### config.mk
export PLATFORM = sky130hd
export DESIGN_NAME = bmc_mode_ctrl
export DESIGN_NICKNAME = d
export VERILOG_FILES = /design/src/hw/bmc_pkg.sv /design/src/hw/bmc_mode_ctrl.sv
export SDC_FILE = /design/constraint.sdc
export NUM_CORES = 1
export LEC_CHECK = 0
export ABC_AREA = 1
export BUFFER_PORTS_ARGS = -buffer_cell sky130_fd_sc_hd__clkbuf_2
export CAP_MARGIN = 20
export CELL_PAD_IN_SITES_DETAIL_PLACEMENT = 2
export CELL_PAD_IN_SITES_GLOBAL_PLACEMENT = 2
export CORE_MARGIN = 1
export CORE_UTILIZATION = 36
export CTS_BUF_LIST = sky130_fd_sc_hd__clkbuf_16
export DETAILED_ROUTE_END_ITERATION = 10
export PLACE_DENSITY_LB_ADDON = 0.1
export SLEW_MARGIN = 30
export SYNTH_ARGS = -nofsm -noshare
export SYNTH_HDL_FRONTEND = slang
export SYNTH_SLANG_ARGS = --single-unit
### constraint.sdc
create_clock -name clock -period 3 [get_ports clock]
set_input_delay 0.15 -clock clock [delete_from_list [all_inputs] [get_ports clock]]
set_output_delay 0.15 -clock clock [all_outputs]
set_load 0.05 [all_outputs]
### src/hw/bmc_pkg.sv
// Command codes, field layouts, reset defaults and timing for the mode controller.
package bmc_pkg;

    // Field-bus command codes
    localparam logic [15:0] CODE_OPERATION = 16'h0000;
    localparam logic [15:0] CODE_CHG_V = 16'h0020;
    localparam logic [15:0] CODE_CHG_I = 16'h0030;
    localparam logic [15:0] CODE_STATUS = 16'h0040;
    localparam logic [15:0] CODE_SYS_CFG = 16'h00C2;
    localparam logic [15:0] CODE_DIR_CMD = 16'h0100;
    localparam logic [15:0] CODE_DIS_V = 16'h0120;
    localparam logic [15:0] CODE_DIS_I = 16'h0130;
    localparam logic [15:0] CODE_DIR_MODE = 16'h0140;

    // Field positions and values
    localparam int SYS_CFG_BUS_DIR_BIT = 0;
    localparam int SYS_CFG_NV_OFF_BIT = 10;
    localparam int OPERATION_ON_BIT = 0;
    localparam logic [15:0] DIR_MODE_BATTERY = 16'h0001;
    localparam logic [7:0] DIR_CMD_DISCHARGE = 8'h01;

    // Reset defaults; the factory-restore sequence restores all of them except DEF_DIR_CMD, and DEF_SYS_CFG only every second pass while storage is disabled
    localparam logic [7:0] DEF_OPERATION = 8'h01;
    localparam logic [15:0] DEF_CHG_V = 16'h1388;
    localparam logic [15:0] DEF_CHG_I = 16'h07D0;
    localparam logic [15:0] DEF_DIS_V = 16'h1194;
    localparam logic [15:0] DEF_DIS_I = 16'h07D0;
    localparam logic [15:0] DEF_SYS_CFG = 16'h0000;
    localparam logic [7:0] DEF_DIR_CMD = 8'h00;
    localparam logic [15:0] DEF_DIR_MODE = 16'h0000;

    // Reduced current while the requested direction cannot be held
    localparam logic [15:0] RATED_CURRENT = 16'h0BB8;
    localparam int LIMIT_PERCENT = 5;
    localparam logic [15:0] LIMITED_CURRENT = 16'(int'(RATED_CURRENT) * LIMIT_PERCENT / 100);

    // Parallel operation
    localparam logic [3:0] MAX_UNITS = 4'h9;

    // Timing
    localparam longint CLK_HZ = 250_000_000;
    localparam longint FAULT_LEAD_MS = 100;
    localparam longint RESTORE_WINDOW_S = 15;
    localparam longint BLINK_HALF_MS = 250;
    localparam longint DEBOUNCE_US = 10;
    localparam logic [31:0] FAULT_LEAD_CYC = 32'(FAULT_LEAD_MS * CLK_HZ / 1000);
    localparam logic [31:0] RESTORE_WINDOW_CYC = 32'(RESTORE_WINDOW_S * CLK_HZ);
    localparam logic [31:0] BLINK_HALF_CYC = 32'(BLINK_HALF_MS * CLK_HZ / 1000);
    localparam logic [11:0] DEBOUNCE_CYC = 12'(DEBOUNCE_US * CLK_HZ / 1_000_000);
    localparam logic [31:0] SETTLE_CYC = 32'(2 * DEBOUNCE_US * CLK_HZ / 1_000_000 + 8);
    localparam logic [2:0] BLINK_EDGES = 3'h6;

    // Pin inputs that pass the synchroniser and debouncer
    localparam int NUM_IN = 5;
    localparam int IN_CD = 0;
    localparam int IN_REMOTE = 1;
    localparam int IN_ADDR = 2;
    localparam int ADDR_BITS = 3;

    typedef struct packed {
        logic write;
        logic [15:0] code;
        logic [15:0] data;
    } bmc_cmd_t;

    typedef struct packed {
        logic err;
        logic [15:0] code;
        logic [15:0] data;
    } bmc_resp_t;

    typedef struct packed {
        logic overload_protection;
        logic short_circuit_protection;
        logic over_temperature;
        logic grid_loss_event;
    } bmc_prot_t;

endpackage
### src/hw/bmc_mode_ctrl.sv
// Direction, fault timing, remote enable and factory restore for the bidirectional unit.
// Overview of operation
// - After reset the unit runs in auto-detect mode, choosing direction itself.
// - Auto mode: target above DC voltage selects charging.
// - Auto mode: target below DC voltage selects discharging.
// - Auto mode ignores the charge/discharge pin and the direction command.
// - Battery mode takes effect only after a power cycle following configuration.
// - Battery mode exists only with the field bus; bus or pin picks direction.
// - Direction command 00h charges, 01h discharges.
// - Charge setpoints give voltage and current targets while charging.
// - Discharge setpoints give voltage and current targets while discharging.
// - The pin steers direction only while configuration bit 0 is clear.
// - Charge request with battery above charge setpoint discharges at 5% current.
// - Discharge request with battery below discharge setpoint charges at 5% current.
// - Overload, short or over-temperature raise fault 100 ms before shutdown.
// - Other protections raise fault at the moment of shutdown.
// - Output enabled only while remote input is tied to auxiliary five volts.
// - Up to 9 units may share current in parallel.
// - The unit with the highest voltage is master and sets the bus.
// - Restore: start remote-off, switches on; within 15 s all off then on.
// - Restore returns all listed command parameters to defaults except the direction command.
// - Green indicator blinks 3 times after a restore.
// - With storage disabled the restore must be done twice.
// - Battery mode: pin high charges, pin low discharges.
`timescale 1ns/10ps

module bmc_mode_ctrl
    import bmc_pkg::*;
#(
    parameter bit HAS_FIELD_BUS = 1'b1,
    parameter logic [31:0] FAULT_LEAD_CYCLES = FAULT_LEAD_CYC,
    parameter logic [31:0] RESTORE_WINDOW_CYCLES = RESTORE_WINDOW_CYC,
    parameter logic [31:0] BLINK_HALF_CYCLES = BLINK_HALF_CYC
) (
    input wire logic clock,
    input wire logic rstn,
    input wire logic power_cycle,
    input wire logic cmd_valid,
    input bmc_cmd_t cmd,
    output logic resp_valid,
    output bmc_resp_t resp,
    input wire logic cd_pin,
    input wire logic remote_pin,
    input wire logic [ADDR_BITS-1:0] addr_sw_pin,
    input wire logic [15:0] target_voltage,
    input wire logic [15:0] dc_voltage,
    input bmc_prot_t prot,
    input wire logic [15:0] peer_max_voltage,
    input wire logic [3:0] unit_count,
    output logic battery_mode,
    output logic dir_discharge,
    output logic current_limited,
    output logic [15:0] voltage_target,
    output logic [15:0] current_target,
    output logic conv_enable,
    output logic fault_out,
    output logic master,
    output logic parallel_ok,
    output logic green_led
);

    typedef enum logic [2:0] {RS_ARM, RS_WAIT_OFF, RS_WAIT_ON, RS_BLINK, RS_DONE} bmc_rs_t;

    logic [NUM_IN-1:0] raw_in, db;
    logic [7:0] operation, dir_cmd;
    logic [15:0] chg_v, chg_i, dis_v, dis_i, sys_cfg, dir_mode, next_vt, next_it;
    logic shutdown, lead_busy, restore_pulse, restore_pass, blink_led;
    logic req_dis, next_dir, next_lim, addr_all_on, addr_all_off, prot_lead;
    logic [31:0] lead_cnt, win_cnt, blink_cnt;
    logic [2:0] blink_edges;
    bmc_rs_t rs_state;
    bmc_resp_t next_resp;

    assign raw_in = {addr_sw_pin, remote_pin, cd_pin};
    assign addr_all_on = &db[IN_ADDR +: ADDR_BITS];
    assign addr_all_off = ~|db[IN_ADDR +: ADDR_BITS];
    assign prot_lead = prot.overload_protection | prot.short_circuit_protection
        | prot.over_temperature;

    // Two-stage synchroniser, then a level must hold for the debounce time
    genvar gi;
    generate
        for (gi = 0; gi < NUM_IN; gi++) begin : g_deb
            logic meta, sync, stable;
            logic [11:0] cnt;
            always_ff @(posedge clock or negedge rstn) begin
                if (!rstn) begin
                    meta <= 1'b0;
                    sync <= 1'b0;
                    stable <= 1'b0;
                    cnt <= 12'h000;
                end else begin
                    meta <= raw_in[gi];
                    sync <= meta;
                    if (sync == stable) begin
                        cnt <= 12'h000;
                    end else if (cnt == DEBOUNCE_CYC - 12'h001) begin
                        stable <= sync;
                        cnt <= 12'h000;
                    end else begin
                        cnt <= cnt + 12'h001;
                    end
                end
            end
            assign db[gi] = stable;
        end
    endgenerate

    // Command-addressed parameters; a restore overrides a write in the same cycle
    always_ff @(posedge clock or negedge rstn) begin
        if (!rstn) begin
            operation <= DEF_OPERATION;
            chg_v <= DEF_CHG_V;
            chg_i <= DEF_CHG_I;
            dis_v <= DEF_DIS_V;
            dis_i <= DEF_DIS_I;
            sys_cfg <= DEF_SYS_CFG;
            dir_cmd <= DEF_DIR_CMD;
            dir_mode <= DEF_DIR_MODE;
            restore_pass <= 1'b0;
        end else if (restore_pulse) begin
            operation <= DEF_OPERATION;
            chg_v <= DEF_CHG_V;
            chg_i <= DEF_CHG_I;
            dis_v <= DEF_DIS_V;
            dis_i <= DEF_DIS_I;
            dir_mode <= DEF_DIR_MODE;
            if (sys_cfg[SYS_CFG_NV_OFF_BIT] && !restore_pass) begin
                restore_pass <= 1'b1;
            end else begin
                sys_cfg <= DEF_SYS_CFG;
                restore_pass <= 1'b0;
            end
        end else if (cmd_valid && cmd.write) begin
            if (cmd.code == CODE_OPERATION) begin
                operation <= cmd.data[7:0];
            end else if (cmd.code == CODE_CHG_V) begin
                chg_v <= cmd.data;
            end else if (cmd.code == CODE_CHG_I) begin
                chg_i <= cmd.data;
            end else if (cmd.code == CODE_DIS_V) begin
                dis_v <= cmd.data;
            end else if (cmd.code == CODE_DIS_I) begin
                dis_i <= cmd.data;
            end else if (cmd.code == CODE_SYS_CFG) begin
                sys_cfg <= cmd.data;
            end else if (cmd.code == CODE_DIR_CMD) begin
                dir_cmd <= cmd.data[7:0];
            end else if (cmd.code == CODE_DIR_MODE) begin
                dir_mode <= cmd.data;
            end
        end
    end

    // Read answers; writes produce no answer
    always_comb begin
        next_resp = '{err: 1'b0, code: cmd.code, data: 16'h0000};
        if (cmd.code == CODE_OPERATION) begin
            next_resp.data = {8'h00, operation};
        end else if (cmd.code == CODE_CHG_V) begin
            next_resp.data = chg_v;
        end else if (cmd.code == CODE_CHG_I) begin
            next_resp.data = chg_i;
        end else if (cmd.code == CODE_DIS_V) begin
            next_resp.data = dis_v;
        end else if (cmd.code == CODE_DIS_I) begin
            next_resp.data = dis_i;
        end else if (cmd.code == CODE_SYS_CFG) begin
            next_resp.data = sys_cfg;
        end else if (cmd.code == CODE_DIR_CMD) begin
            next_resp.data = {8'h00, dir_cmd};
        end else if (cmd.code == CODE_DIR_MODE) begin
            next_resp.data = dir_mode;
        end else if (cmd.code == CODE_STATUS) begin
            next_resp.data = {8'h00, battery_mode, dir_discharge, current_limited,
                shutdown, fault_out, conv_enable, master, restore_pass};
        end else begin
            next_resp.err = 1'b1;
        end
    end

    always_ff @(posedge clock or negedge rstn) begin
        if (!rstn) begin
            resp_valid <= 1'b0;
            resp <= '0;
        end else begin
            resp_valid <= cmd_valid && !cmd.write;
            if (cmd_valid && !cmd.write) begin
                resp <= next_resp;
            end
        end
    end

    // Mode is only taken from the stored selection at a power cycle
    always_ff @(posedge clock or negedge rstn) begin
        if (!rstn) begin
            battery_mode <= 1'b0;
        end else if (power_cycle) begin
            battery_mode <= HAS_FIELD_BUS && (dir_mode == DIR_MODE_BATTERY);
        end
    end

    // Direction and targets
    always_comb begin
        if (sys_cfg[SYS_CFG_BUS_DIR_BIT]) begin
            req_dis = (dir_cmd == DIR_CMD_DISCHARGE);
        end else begin
            req_dis = !db[IN_CD];
        end
        next_dir = dir_discharge;
        next_lim = 1'b0;
        if (!battery_mode) begin
            if (target_voltage > dc_voltage) begin
                next_dir = 1'b0;
            end else if (target_voltage < dc_voltage) begin
                next_dir = 1'b1;
            end
        end else if (!req_dis) begin
            next_dir = dc_voltage > chg_v;
            next_lim = dc_voltage > chg_v;
        end else begin
            next_dir = !(dc_voltage < dis_v);
            next_lim = dc_voltage < dis_v;
        end
        if (!battery_mode) begin
            next_vt = target_voltage;
        end else if (next_dir) begin
            next_vt = dis_v;
        end else begin
            next_vt = chg_v;
        end
        if (next_lim) begin
            next_it = LIMITED_CURRENT;
        end else if (next_dir) begin
            next_it = dis_i;
        end else begin
            next_it = chg_i;
        end
    end

    always_ff @(posedge clock or negedge rstn) begin
        if (!rstn) begin
            dir_discharge <= 1'b0;
            current_limited <= 1'b0;
            voltage_target <= 16'h0000;
            current_target <= 16'h0000;
        end else begin
            dir_discharge <= next_dir;
            current_limited <= next_lim;
            voltage_target <= next_vt;
            current_target <= next_it;
        end
    end

    // Fault output and shutdown; cleared only by a power cycle
    always_ff @(posedge clock or negedge rstn) begin
        if (!rstn) begin
            fault_out <= 1'b0;
            shutdown <= 1'b0;
            lead_busy <= 1'b0;
            lead_cnt <= 32'h0000_0000;
        end else if (power_cycle) begin
            fault_out <= 1'b0;
            shutdown <= 1'b0;
            lead_busy <= 1'b0;
            lead_cnt <= 32'h0000_0000;
        end else if (prot.grid_loss_event && !shutdown) begin
            fault_out <= 1'b1;
            shutdown <= 1'b1;
            lead_busy <= 1'b0;
        end else if (lead_busy) begin
            if (lead_cnt == FAULT_LEAD_CYCLES - 32'h0000_0001) begin
                shutdown <= 1'b1;
                lead_busy <= 1'b0;
            end else begin
                lead_cnt <= lead_cnt + 32'h0000_0001;
            end
        end else if (prot_lead && !shutdown) begin
            fault_out <= 1'b1;
            lead_busy <= 1'b1;
            lead_cnt <= 32'h0000_0000;
        end
    end

    // Output enable, current sharing and master selection
    always_ff @(posedge clock or negedge rstn) begin
        if (!rstn) begin
            conv_enable <= 1'b0;
            master <= 1'b0;
            parallel_ok <= 1'b0;
        end else begin
            conv_enable <= db[IN_REMOTE] && operation[OPERATION_ON_BIT] && !shutdown;
            master <= conv_enable && (voltage_target >= peer_max_voltage);
            parallel_ok <= (unit_count != 4'h0) && (unit_count <= MAX_UNITS);
        end
    end

    // Factory restore sequence, watched only in the window after power-up
    always_ff @(posedge clock or negedge rstn) begin
        if (!rstn) begin
            rs_state <= RS_ARM;
            win_cnt <= 32'h0000_0000;
            restore_pulse <= 1'b0;
        end else if (power_cycle) begin
            rs_state <= RS_ARM;
            win_cnt <= 32'h0000_0000;
            restore_pulse <= 1'b0;
        end else begin
            restore_pulse <= 1'b0;
            if (win_cnt != RESTORE_WINDOW_CYCLES) begin
                win_cnt <= win_cnt + 32'h0000_0001;
            end
            case (rs_state)
                RS_ARM: begin
                    if (win_cnt == SETTLE_CYC) begin
                        if (!db[IN_REMOTE] && addr_all_on) begin
                            rs_state <= RS_WAIT_OFF;
                        end else begin
                            rs_state <= RS_DONE;
                        end
                    end
                end
                RS_WAIT_OFF: begin
                    if (win_cnt == RESTORE_WINDOW_CYCLES) begin
                        rs_state <= RS_DONE;
                    end else if (addr_all_off) begin
                        rs_state <= RS_WAIT_ON;
                    end
                end
                RS_WAIT_ON: begin
                    if (win_cnt == RESTORE_WINDOW_CYCLES) begin
                        rs_state <= RS_DONE;
                    end else if (addr_all_on) begin
                        restore_pulse <= 1'b1;
                        rs_state <= RS_BLINK;
                    end
                end
                RS_BLINK: begin
                    if (blink_edges == BLINK_EDGES) begin
                        rs_state <= RS_DONE;
                    end
                end
                RS_DONE: begin
                    rs_state <= RS_DONE;
                end
                default: begin
                    rs_state <= RS_DONE;
                end
            endcase
        end
    end

    // Three green blinks after a restore
    always_ff @(posedge clock or negedge rstn) begin
        if (!rstn) begin
            blink_cnt <= 32'h0000_0000;
            blink_edges <= 3'h0;
            blink_led <= 1'b0;
        end else if (rs_state != RS_BLINK) begin
            blink_cnt <= 32'h0000_0000;
            blink_edges <= 3'h0;
            blink_led <= restore_pulse;
        end else if (blink_edges != BLINK_EDGES) begin
            if (blink_cnt == BLINK_HALF_CYCLES - 32'h0000_0001) begin
                blink_cnt <= 32'h0000_0000;
                blink_edges <= blink_edges + 3'h1;
                blink_led <= !blink_led;
            end else begin
                blink_cnt <= blink_cnt + 32'h0000_0001;
            end
        end
    end

    always_ff @(posedge clock or negedge rstn) begin
        if (!rstn) begin
            green_led <= 1'b0;
        end else if (rs_state == RS_BLINK || restore_pulse) begin
            green_led <= blink_led && (blink_edges != BLINK_EDGES);
        end else begin
            green_led <= conv_enable;
        end
    end
endmodule

## After elaboration in Yosys (flattened, before gate mapping)

Index checks and enable logic that the tools add are counted.

| storage, ports and cells | value |
|---|---|
| output and inout bits | 74 |
| bits of input ports | 98 |
| word-level logic and storage cells | 311 |
| flip-flop bits (word level) | 368 |

| operators by class | value |
|---|---|
| bitwise gates (word level) | 14 |
| order comparisons | 6 |
| multiplexer cells | 127 |
| reduce and logical (&&, ||, !) cells | 57 |
| equal/unequal tests | 46 |
| add/sub/neg operators | 9 |

Operators with widths:

| operator | count |
|---|---|
| two-way mux 16 bit | 53 |
| two-way mux 32 bit | 10 |
| two-way mux 12 bit | 10 |
| adder 32 x 1 -> 32 bit, second input constant | 3 |
| == test 16 x 9 -> 1 bit, second input constant | 4 |
| adder 12 x 1 -> 12 bit, second input constant | 5 |
| == test 12 bit, second input constant | 5 |
| two-way mux 1 bit | 38 |
| two-way mux 3 bit | 11 |
| == test 16 x 6 -> 1 bit, second input constant | 2 |
| == test 32 x 13 -> 1 bit, second input constant | 1 |
| == test 32 x 25 -> 1 bit, second input constant | 1 |
| == test 32 x 26 -> 1 bit, second input constant | 1 |
| == test 32 bit, second input constant | 1 |
| > comparator 16 bit | 2 |
| < comparator 16 bit | 2 |
| two-way mux 8 bit | 4 |
| != test 32 bit, second input constant | 1 |
| nonzero test 2 bit | 11 |
| != test 2 bit, second input constant | 9 |
| AND reduction 2 bit | 9 |
| AND reduction 9 bit | 2 |
| == test 16 x 1 -> 1 bit, second input constant | 1 |
| == test 16 x 7 -> 1 bit, second input constant | 1 |
| other kinds (28) | 72 |

## Depth between registers and ports, before layout

Gate-level depths: netlist of run 1.

| depth | value |
|---|---|
| word-level depth | 11 |
| mapped depth | 18 |
| depth with buffers taken out | 17 |

## Worst setup path after synthesis of run 1

No wires, ideal clock.

| path | value |
|---|---|
| path kind | reg-to-reg |
| start | reg chg_v[7] |
| end | reg voltage_target[10] |
| arrival time | 1960 ps |
| cell stages (with the launch flop) | 15 |
| setup time | 117 ps |
| path buffers | 1 |
| setup slack | 924 ps |
| cell sequence | dfstp_2 > inv_1 > ha_1 > a21o_1 > nor2_1 > nand2_1 > nand2_1 > nand2_1 > nand2_1 > nand2_1 > nand2_1 > clkbuf_1 > a21oi_1 > nand2_1 > nand2_1 |

| on the way | value |
|---|---|
| word-level cells in the longest chain between the ends | 5 |

Ends and longest elaborated chain:

| element | RTL line | RTL |
|---|---|---|
| start: declaration | bmc_mode_ctrl.sv:66 | `logic [15:0] chg_v, chg_i, dis_v, dis_i, sys_cfg, dir_mode, next_vt, next_it;` |
| start signal: assignment | bmc_mode_ctrl.sv:138 | `chg_v <= cmd.data;` |
| > comparator 16 bit | bmc_mode_ctrl.sv:219 | `next_dir = dc_voltage > chg_v;` |
| two-way mux 1 bit | bmc_mode_ctrl.sv:218 | `end else if (!req_dis) begin` |
| two-way mux 1 bit | bmc_mode_ctrl.sv:212 | `if (!battery_mode) begin` |
| two-way mux 16 bit | bmc_mode_ctrl.sv:227 | `end else if (next_dir) begin` |
| two-way mux 16 bit | bmc_mode_ctrl.sv:225 | `if (!battery_mode) begin` |
| net next_vt[10] | bmc_mode_ctrl.sv:66 |  |
| end signal: assignment | bmc_mode_ctrl.sv:250 | `voltage_target <= next_vt;` |
| end: declaration | bmc_mode_ctrl.sv:53 | `output logic [15:0] voltage_target,` |

The timed path passes the listed nets, and every way through them passes these cells.
A chain may end at the register's enable or synchronous reset.

## Worst setup path after layout of run 1

| path | value |
|---|---|
| start | reg chg_v[9] |
| end | reg current_target[5] |

| on the way | value |
|---|---|
| word-level cells in the longest chain between the ends | 5 |
| elaborated cells on any way between the ends | 7 |
| those cells by class | order compare (1); mux (6) |

Ends and longest elaborated chain:

| element | RTL line | RTL |
|---|---|---|
| > comparator 16 bit | bmc_mode_ctrl.sv:219 |  |
| two-way mux 1 bit | bmc_mode_ctrl.sv:218 |  |
| two-way mux 1 bit | bmc_mode_ctrl.sv:212 |  |
| net next_dir | bmc_mode_ctrl.sv:68 | `logic req_dis, next_dir, next_lim, addr_all_on, addr_all_off, prot_lead;` |
| two-way mux 16 bit | bmc_mode_ctrl.sv:234 | `end else if (next_dir) begin` |
| two-way mux 16 bit | bmc_mode_ctrl.sv:232 | `if (next_lim) begin` |
| net next_it[5] | bmc_mode_ctrl.sv:66 |  |
| end signal: assignment | bmc_mode_ctrl.sv:251 | `current_target <= next_it;` |
| end: declaration | bmc_mode_ctrl.sv:54 | `output logic [15:0] current_target,` |

The timed path passes the listed nets, and every way through them passes these cells.

==> summary.txt, run 1 <==
STA
  – Final worst slack: 0.219 ns
  – Fmax achieved: approximately 360 MHz
  – Max Slew Vio Count: 0
  – Skew final: 0.0129 ns
  – Final TNS setup: 0 ns
  – Slew at the pin closest to its max-slew limit: 0.877 ns
  – WHS: 0.0465 ns
  – Slew margin rel.: 41.3%
  – RSZ-0062 raised after global routing: no
  – Fin crit period: 2.78 ns
  – Hold Vio Cnt, Final: 0
  – Final period utilization: 92.7%
  – # setup viols final: 0

GRT
  – Initial antenna violation count: 3
  – First-pass GRT wire length: 125 mm
  – Pin count of the biggest net entering global routing: 81
  – Number of global-route vias before repair: approximately 22,000
  – GRT Resource Usage Total: 27.8%
  – Global route overflow: 0

Die
  – Die span in x: 240 um
  – Die area: 57,500 um2
  – Core area: approximately 56,000 um2
  – Num ports: about 170
  – Initial Util: between 30% and 40%
  – Row Count: 86
  – Chip Height: 240 um

Detailed routing
  – DRT Pass-1 Iters: 5
  – Routed WL per cell: 21.3 um
  – Final WL: 78.6 mm
  – DRT antenna net count: 0
  – Vias per Instance: 5.33
  – 1st-iter DRT viols: 853
  – Via count: 19,700
  – # DRC: 0

Clock tree
  – Clock transition at the registers of the reported paths: approximately 0.060 ns
  – CTS tree: yes
  – CTS Root Cell: clkbuf_16
  – Setup Fix Bufs, Post-CTS: 0
  – CTS sink count: approximately 370
  – CTS buffer count: 46
  – Htree depth: 2
  – # hold bufs at CTS: 57
  – Resized Gates After CTS: 0
  – Clock network latency to the later pin of the worst-skew pair: between 0.5 and 0.6 ns
  – Max clock buf depth: 3

Synthesis
  – Synth Flop Type: dfrtp_1
  – Number of synthesized flops with an enable pin: 0
  – Net Count, Synth: 2,826
  – Seq/Total Area, Yosys: 45.4%
  – Mapped Cells: 2,654
  – Synth top area cells: dfrtp_1 42%, nand2_1 12%, inv_1 6.5%
  – Post-Syn Area: 20,300 um2
  – Synth top area share: a little over two fifths
  – Yosys reg bits: about 370
  – Synth area leader: dfrtp_1
  – Post-synth ARST share: 100%
  – Yosys cell types: 52
  – YS warnings: 0
  – Syn Area/Cell: about 7.7 um2

Worst setup path
  – Critical path type: flop to flop
  – Startpoint type of the worst setup path: flop
  – CP max FO: 19
  – Required time worst endpoint: 3.46 ns
  – CP arrival: roughly 3.2 ns
  – Crit. End Element: flop

Outcome
  – Status: completed

Flow run
  – Max capacitance violation total: 0

Cells and area
  – P&R area growth vs syn: 20.0%
  – Design area: ~24,000 um2
  – Layout cells sized above 1: 12.6%
  – Commonest non-fill, non-tap cell in the layout: nand2_1
  – N_diodes: 0
  – Net count, final: 3,079
  – Commonest cells after routing, fill and taps aside: 629 x nand2_1, 362 x inv_1, 345 x dfrtp_1

Placement
  – Port bufs: between 150 and 200
  – Post-DP Area: 22,300 um2
  – Routability cong.: roughly 0.86
  – Post-DP HPWL: 57.2 mm
  – Setup slack at placement: just under 0.3 ns

Power
  – Leak: 11.6 nW
  – P per Cell Area: between 500 and 600 nW/um2
  – Overall Power: 0.0124 W
  – Worst vdd ir: 0.337 mV

Min path
  – Min-Delay Path Class: primary input to flop
power breakdown:
part / switching [W] / total, W / leakage [nW] / internal, W
Combinational: 0.000938 / 0.00130 / 5.98 / 0.000360
Sequential: 0.000100 / 0.00520 / 4.77 / 0.00510
Clock: 0.00232 / 0.00586 / 0.803 / 0.00354
Total: 0.00336 / 0.0124 / 11.6 / 0.00901
cell usage after synthesis, types with 23 or more instances:
| master | instances |
|---|---|
| nand2_1 | 629 |
| inv_1 | 355 |
| dfrtp_1 | 345 |
| nor2_1 | 258 |
| o21ai_0 | 213 |
| a21oi_1 | 137 |
| nand3_1 | 135 |
| nor3_1 | 118 |
| ha_1 | 74 |
| nand4_1 | 68 |
| xor2_1 | 43 |
| clkbuf_1 | 41 |
| nor4_1 | 33 |
| dfstp_2 | 23 |
per-stage QoR:
step	instances	util (%)
2_1_floorplan	2654	-
3_3_place_gp	3550	40.1
3_5_place_dp	3550	40.1
4_1_cts	3692	44.0
5_1_grt	3692	44.0
6_report	3692	44.0
metal layers:
layer | track usage (%) | vias up | share of wire, %
met5 | 0 | - | 0.022
met4 | 5.87 | 2 | 1.8
li1 | - | 9189 | -
met3 | 4.45 | 101 | 4.6
met1 | 36.4 | 10000 | 45
met2 | 48.0 | 374 | 49
registers in the layout (all words and copies together) (netlist names), 16 cells and up:
| register | count |
|---|---|
| dir_mode | 16 |
| blink_cnt | 32 |
| chg_v | 16 |
| dis_v | 16 |
| dis_i | 16 |
| g_deb.cnt | 60 |
| win_cnt | 32 |
| current_target | 16 |
| sys_cfg | 16 |
| voltage_target | 16 |
| lead_cnt | 32 |
| resp | 33 |
| chg_i | 16 |
critical path, cell delays in order, from the launching register on:
cell     delay, ns
dfstp_2       0.52
inv_1         0.11
ha_1          0.33
nand2_1       0.07
nand2_1       0.07
nand2_1       0.12
a21oi_1       0.08
nor2_1        0.09
nand2_1       0.08
nand3_1       0.09
nand3_2       0.09
nand2_2       0.38
inv_1         0.25
nor2_1        0.24
nor2_1        0.10
worst paths after layout:
check                           cells after the start     startpoint                end  slack [ns]
worst max-delay path                               14       chg_v[9]  current_target[5]        0.22
worst min-delay path                                3        cmd[15]       dir_mode[15]        0.05
worst max register to register                     14       chg_v[9]  current_target[5]        0.22
worst min register to register                      0  g_deb[3].meta      g_deb[3].sync        0.35
max in group asynchronous                           3           rstn       dir_mode[15]        1.86
min in group asynchronous                           2           rstn    g_deb[2].cnt[7]        0.14
final cells by class:
cell class / instances / area, um2
clock buffer: 49 / 1230
clock inverter: 36 / 350
fill: 6418 / 31100
inverter: 363 / 1360
multi-input combinational: 1851 / 9420
sequential: 368 / 9240
tap: 748 / 936
timing repair buffer: 277 / 1880
logic make-up (layout without fill, tap and decap cells):
family                   Yosys count  in the layout  synth area share, %
flip-flops                       368            368                 45.4
AND/OR/NAND/NOR                 1298           1298                 27.9
buffers and inverters            435            725                 8.33
adder cells (fa/ha/maj)           74             74                 4.55
AO/OA/AOI/OAI                    421            421                 11.2
multiplexers                      13             13                0.756
XOR/XNOR                          45             45                 1.94
Power figures use the tool's default switching activity.
==> run 2, diff against run 1 <==
- GPL_ROUTABILITY_DRIVEN: default -> 0
- GPL_TIMING_DRIVEN: default -> 0
==> run 2 against run 1 <==
Compared with the run above:
- non-clock buffer count rose by 29
- largest cell class unchanged
- die area did not move
- final cell count rose by 0.70%
- register-to-register slack got worse by 0.02 ns
- utilization fell by 0.21 points
==> summary.txt, run 2 (same netlist as run 1, synthesis figures left out) <==
Clock tree
  – Clock transition at the registers of the reported paths: 0.06 ns (about the same)
  – Htree depth: 2 (unchanged)
  – CTS tree: yes
  – CTS Root Cell: clkbuf_16
  – CTS sink count: 368 (unchanged)
  – Clock network latency to the later pin of the worst-skew pair: 0.59 ns (about the same)
  – Max clock buf depth: 3 (unchanged)
  – CTS buffer count: 45 (-2.2%)

Worst setup path
  – Crit. End Element: flop
  – Worst-path cell chain: dlygate4sd3_1 > clkbuf_2 > nor2_2 > nand2_2 > nor4_2 > nand2_1 > o21ai_2 > clkbuf_1 > o21ai_0
  – Critical Path Start: cmd[19]
  – CP max FO: 10 (-9)
  – Required time worst endpoint: 3.44 ns (-0.02 ns)
  – Reg-to-reg setup timing slack: 0.20 ns (-0.02 ns)
  – Crit-path slowest cell: nor4_2
  – Critical R2R Launch: restore_pulse
  – CP arrival: 3.28 ns (+0.04 ns)
  – Critical path type: primary input to flop
  – Startpoint type of the worst setup path: primary input
  – Largest stage delay, worst path: 0.58 ns (+0.06 ns)

Detailed routing
  – Final WL: 79.2 mm (+0.70%)
  – DRT Pass-1 Iters: 5 (unchanged)
  – DRT antenna net count: 0 (unchanged)
  – # DRC: 0 (unchanged)
  – Routed WL per cell: 21.3 um (about the same)
  – Via count: 19,900 (+0.95%)
  – Vias per Instance: 5.35 (+0.25%)
  – 1st-iter DRT viols: 874 (+2.5%)

Cells and area
  – Layout cells sized above 1: 11.9% (-0.74 points)
  – Most flop-heavy register: g_deb.cnt
  – Largest regs: g_deb.cnt (60), resp (33)
  – P&R area growth vs syn: 19.4%
  – Net count, final: 3,107 (+0.91%)
  – Largest register FFs: 60 (unchanged)
  – Final design utilization: 43.8% (-0.21 points)
  – Commonest cells after routing, fill and taps aside: 629 x nand2_1, 367 x inv_1, 345 x dfrtp_1
  – Design area: 24,300 um2 (-0.48%)
  – Commonest non-fill, non-tap cell in the layout: nand2_1

Outcome
  – Status: completed

STA
  – Slew at the pin closest to its max-slew limit: 0.991 ns (+0.113 ns)
  – Hold Vio Cnt, Final: 0 (unchanged)
  – Fmax achieved: 352 MHz (-2.1%)
  – RSZ-0062 raised after global routing: no
  – Final period utilization: 94.7% (+2.0 points)
  – Skew final: 0.0259 ns (+0.0130 ns)
  – Max Slew Vio Count: 0 (unchanged)
  – Fin crit period: 2.84 ns (+0.0597 ns)
  – Slew margin rel.: 33.7% (-7.6 points)
  – # setup viols final: 0 (unchanged)
  – WHS: 0.0690 ns (+0.0225 ns)

GRT
  – GRT met2 Usage: 47.8% (-0.20 points)
  – First-pass GRT wire length: 126 mm (+0.99%)
  – Global route overflow: 0 (unchanged)
  – Number of global-route vias before repair: 22,300 (+1.5%)
  – Initial antenna violation count: 2 (-1)
  – GR peak layer: met2
  – Pin count of the biggest net entering global routing: 64 (-21%)
  – Met1 usage: 37.3% (+0.83 points)
  – GRT met3 Usage: 3.99% (-0.46 points)
  – GRT Resource Usage Total: 28.0% (+0.24 points)

Power
  – Leak: 11.5 nW (-0.68%)
  – Worst vdd ir: 0.442 mV (+31%)
  – P per Cell Area: 486 nW/um2 (-4.0%)
  – Overall Power: 0.0118 W (-4.5%)

Die
  – Num ports: 172 (unchanged)
  – Core area: 55,500 um2 (unchanged)
  – Initial Util: 36.6% (unchanged)
  – Die span in x: 240 um (unchanged)
  – Row Count: 86 (unchanged)
  – Die area: 57,500 um2 (unchanged)
  – Chip Height: 240 um (unchanged)

Placement
  – Port bufs: 171 (unchanged)
  – Post-DP HPWL: 59.5 mm (+4.0%)
  – Post-DP Area: 22,300 um2 (+0.28%)

Min path
  – Min-Delay Path Class: primary input to async pin

Flow run
  – Max capacitance violation total: 0 (unchanged)
==> run 2: changes by cell type in the layout (fill, tap and decap cells not counted), sizes merged <==
cell      before  now
buf           50   37
bufinv         7    2
clkbuf       219  259
clkinv        23   17
clkinvlp       2    4
diode          0    2
inv          367  373
==> run 2: area by class of cell <==
cell class,instances,area (um2)
Inverter,363,1360
Clock inverter,33,210
Buffer,72,335
Tap cell,748,936
Sequential cell,368,9240
Multi-Input combinational cell,1851,9440
Clock buffer,47,1180
Antenna cell,2,5.00
Timing Repair Buffer,234,1590
Fill cell,6501,31200
==> run 2: final timing paths <==
kind	to	cells after the start
setup / recovery	chg_v[14]	9
hold / removal	g_deb[2].cnt[5]	2
setup reg to reg	dis_i[8]	6
hold reg to reg	g_deb[2].sync	0
max in group asynchronous	operation[0]	5
min in group clock	lead_busy	5
==> run 2: stage by stage <==
| stage | cells | setup WS [ns] | setup TNS (ns) |
|---|---|---|---|
| 6_report | 3718 | 0.159 | 0 |
| 5_1_grt | 3717 | 0.0368 | 0 |
| 2_1_floorplan | 2654 | 0.924 | 0 |
| 3_3_place_gp | 3573 | -7.05 | -2508.82 |
| 4_1_cts | 3716 | 0.183 | 0 |
| 3_5_place_dp | 3579 | -0.0786 | -0.155 |
==> run 2: worst max-delay path: cells and delay by family <==
kind | cells | cell delay, ns
AND/OR/NAND/NOR | 4 | 1.40
AO/OA/AOI/OAI | 2 | 0.64
buffers and inverters | 3 | 1.07
==> run 2: metal layers <==
| layer | vias to the layer above | wire length, um |
|---|---|---|
| li1 | 9237 | - |
| met1 | 10200 | 36100 |
| met2 | 359 | 38200 |
| met3 | 108 | 3140 |
| met4 | 0 | 1750 |
| met5 | - | 0 |
==> run 2: what timing repair did <==
action,CTS,global route
gates cloned,0,0
gates resized for setup,1,3
hold buffers,57,0
buffers inserted,0,0
endpoints found under the setup margin,3,2
pin swaps,0,0
endpoints found under the hold margin,217,0
==> run 2: power breakdown <==
part	internal [W]	switching [W]	total, W
registers	0.00510	0.0000965	0.00520
logic	0.000363	0.000940	0.00130
clock network	0.00299	0.00231	0.00531
total	0.00846	0.00335	0.0118
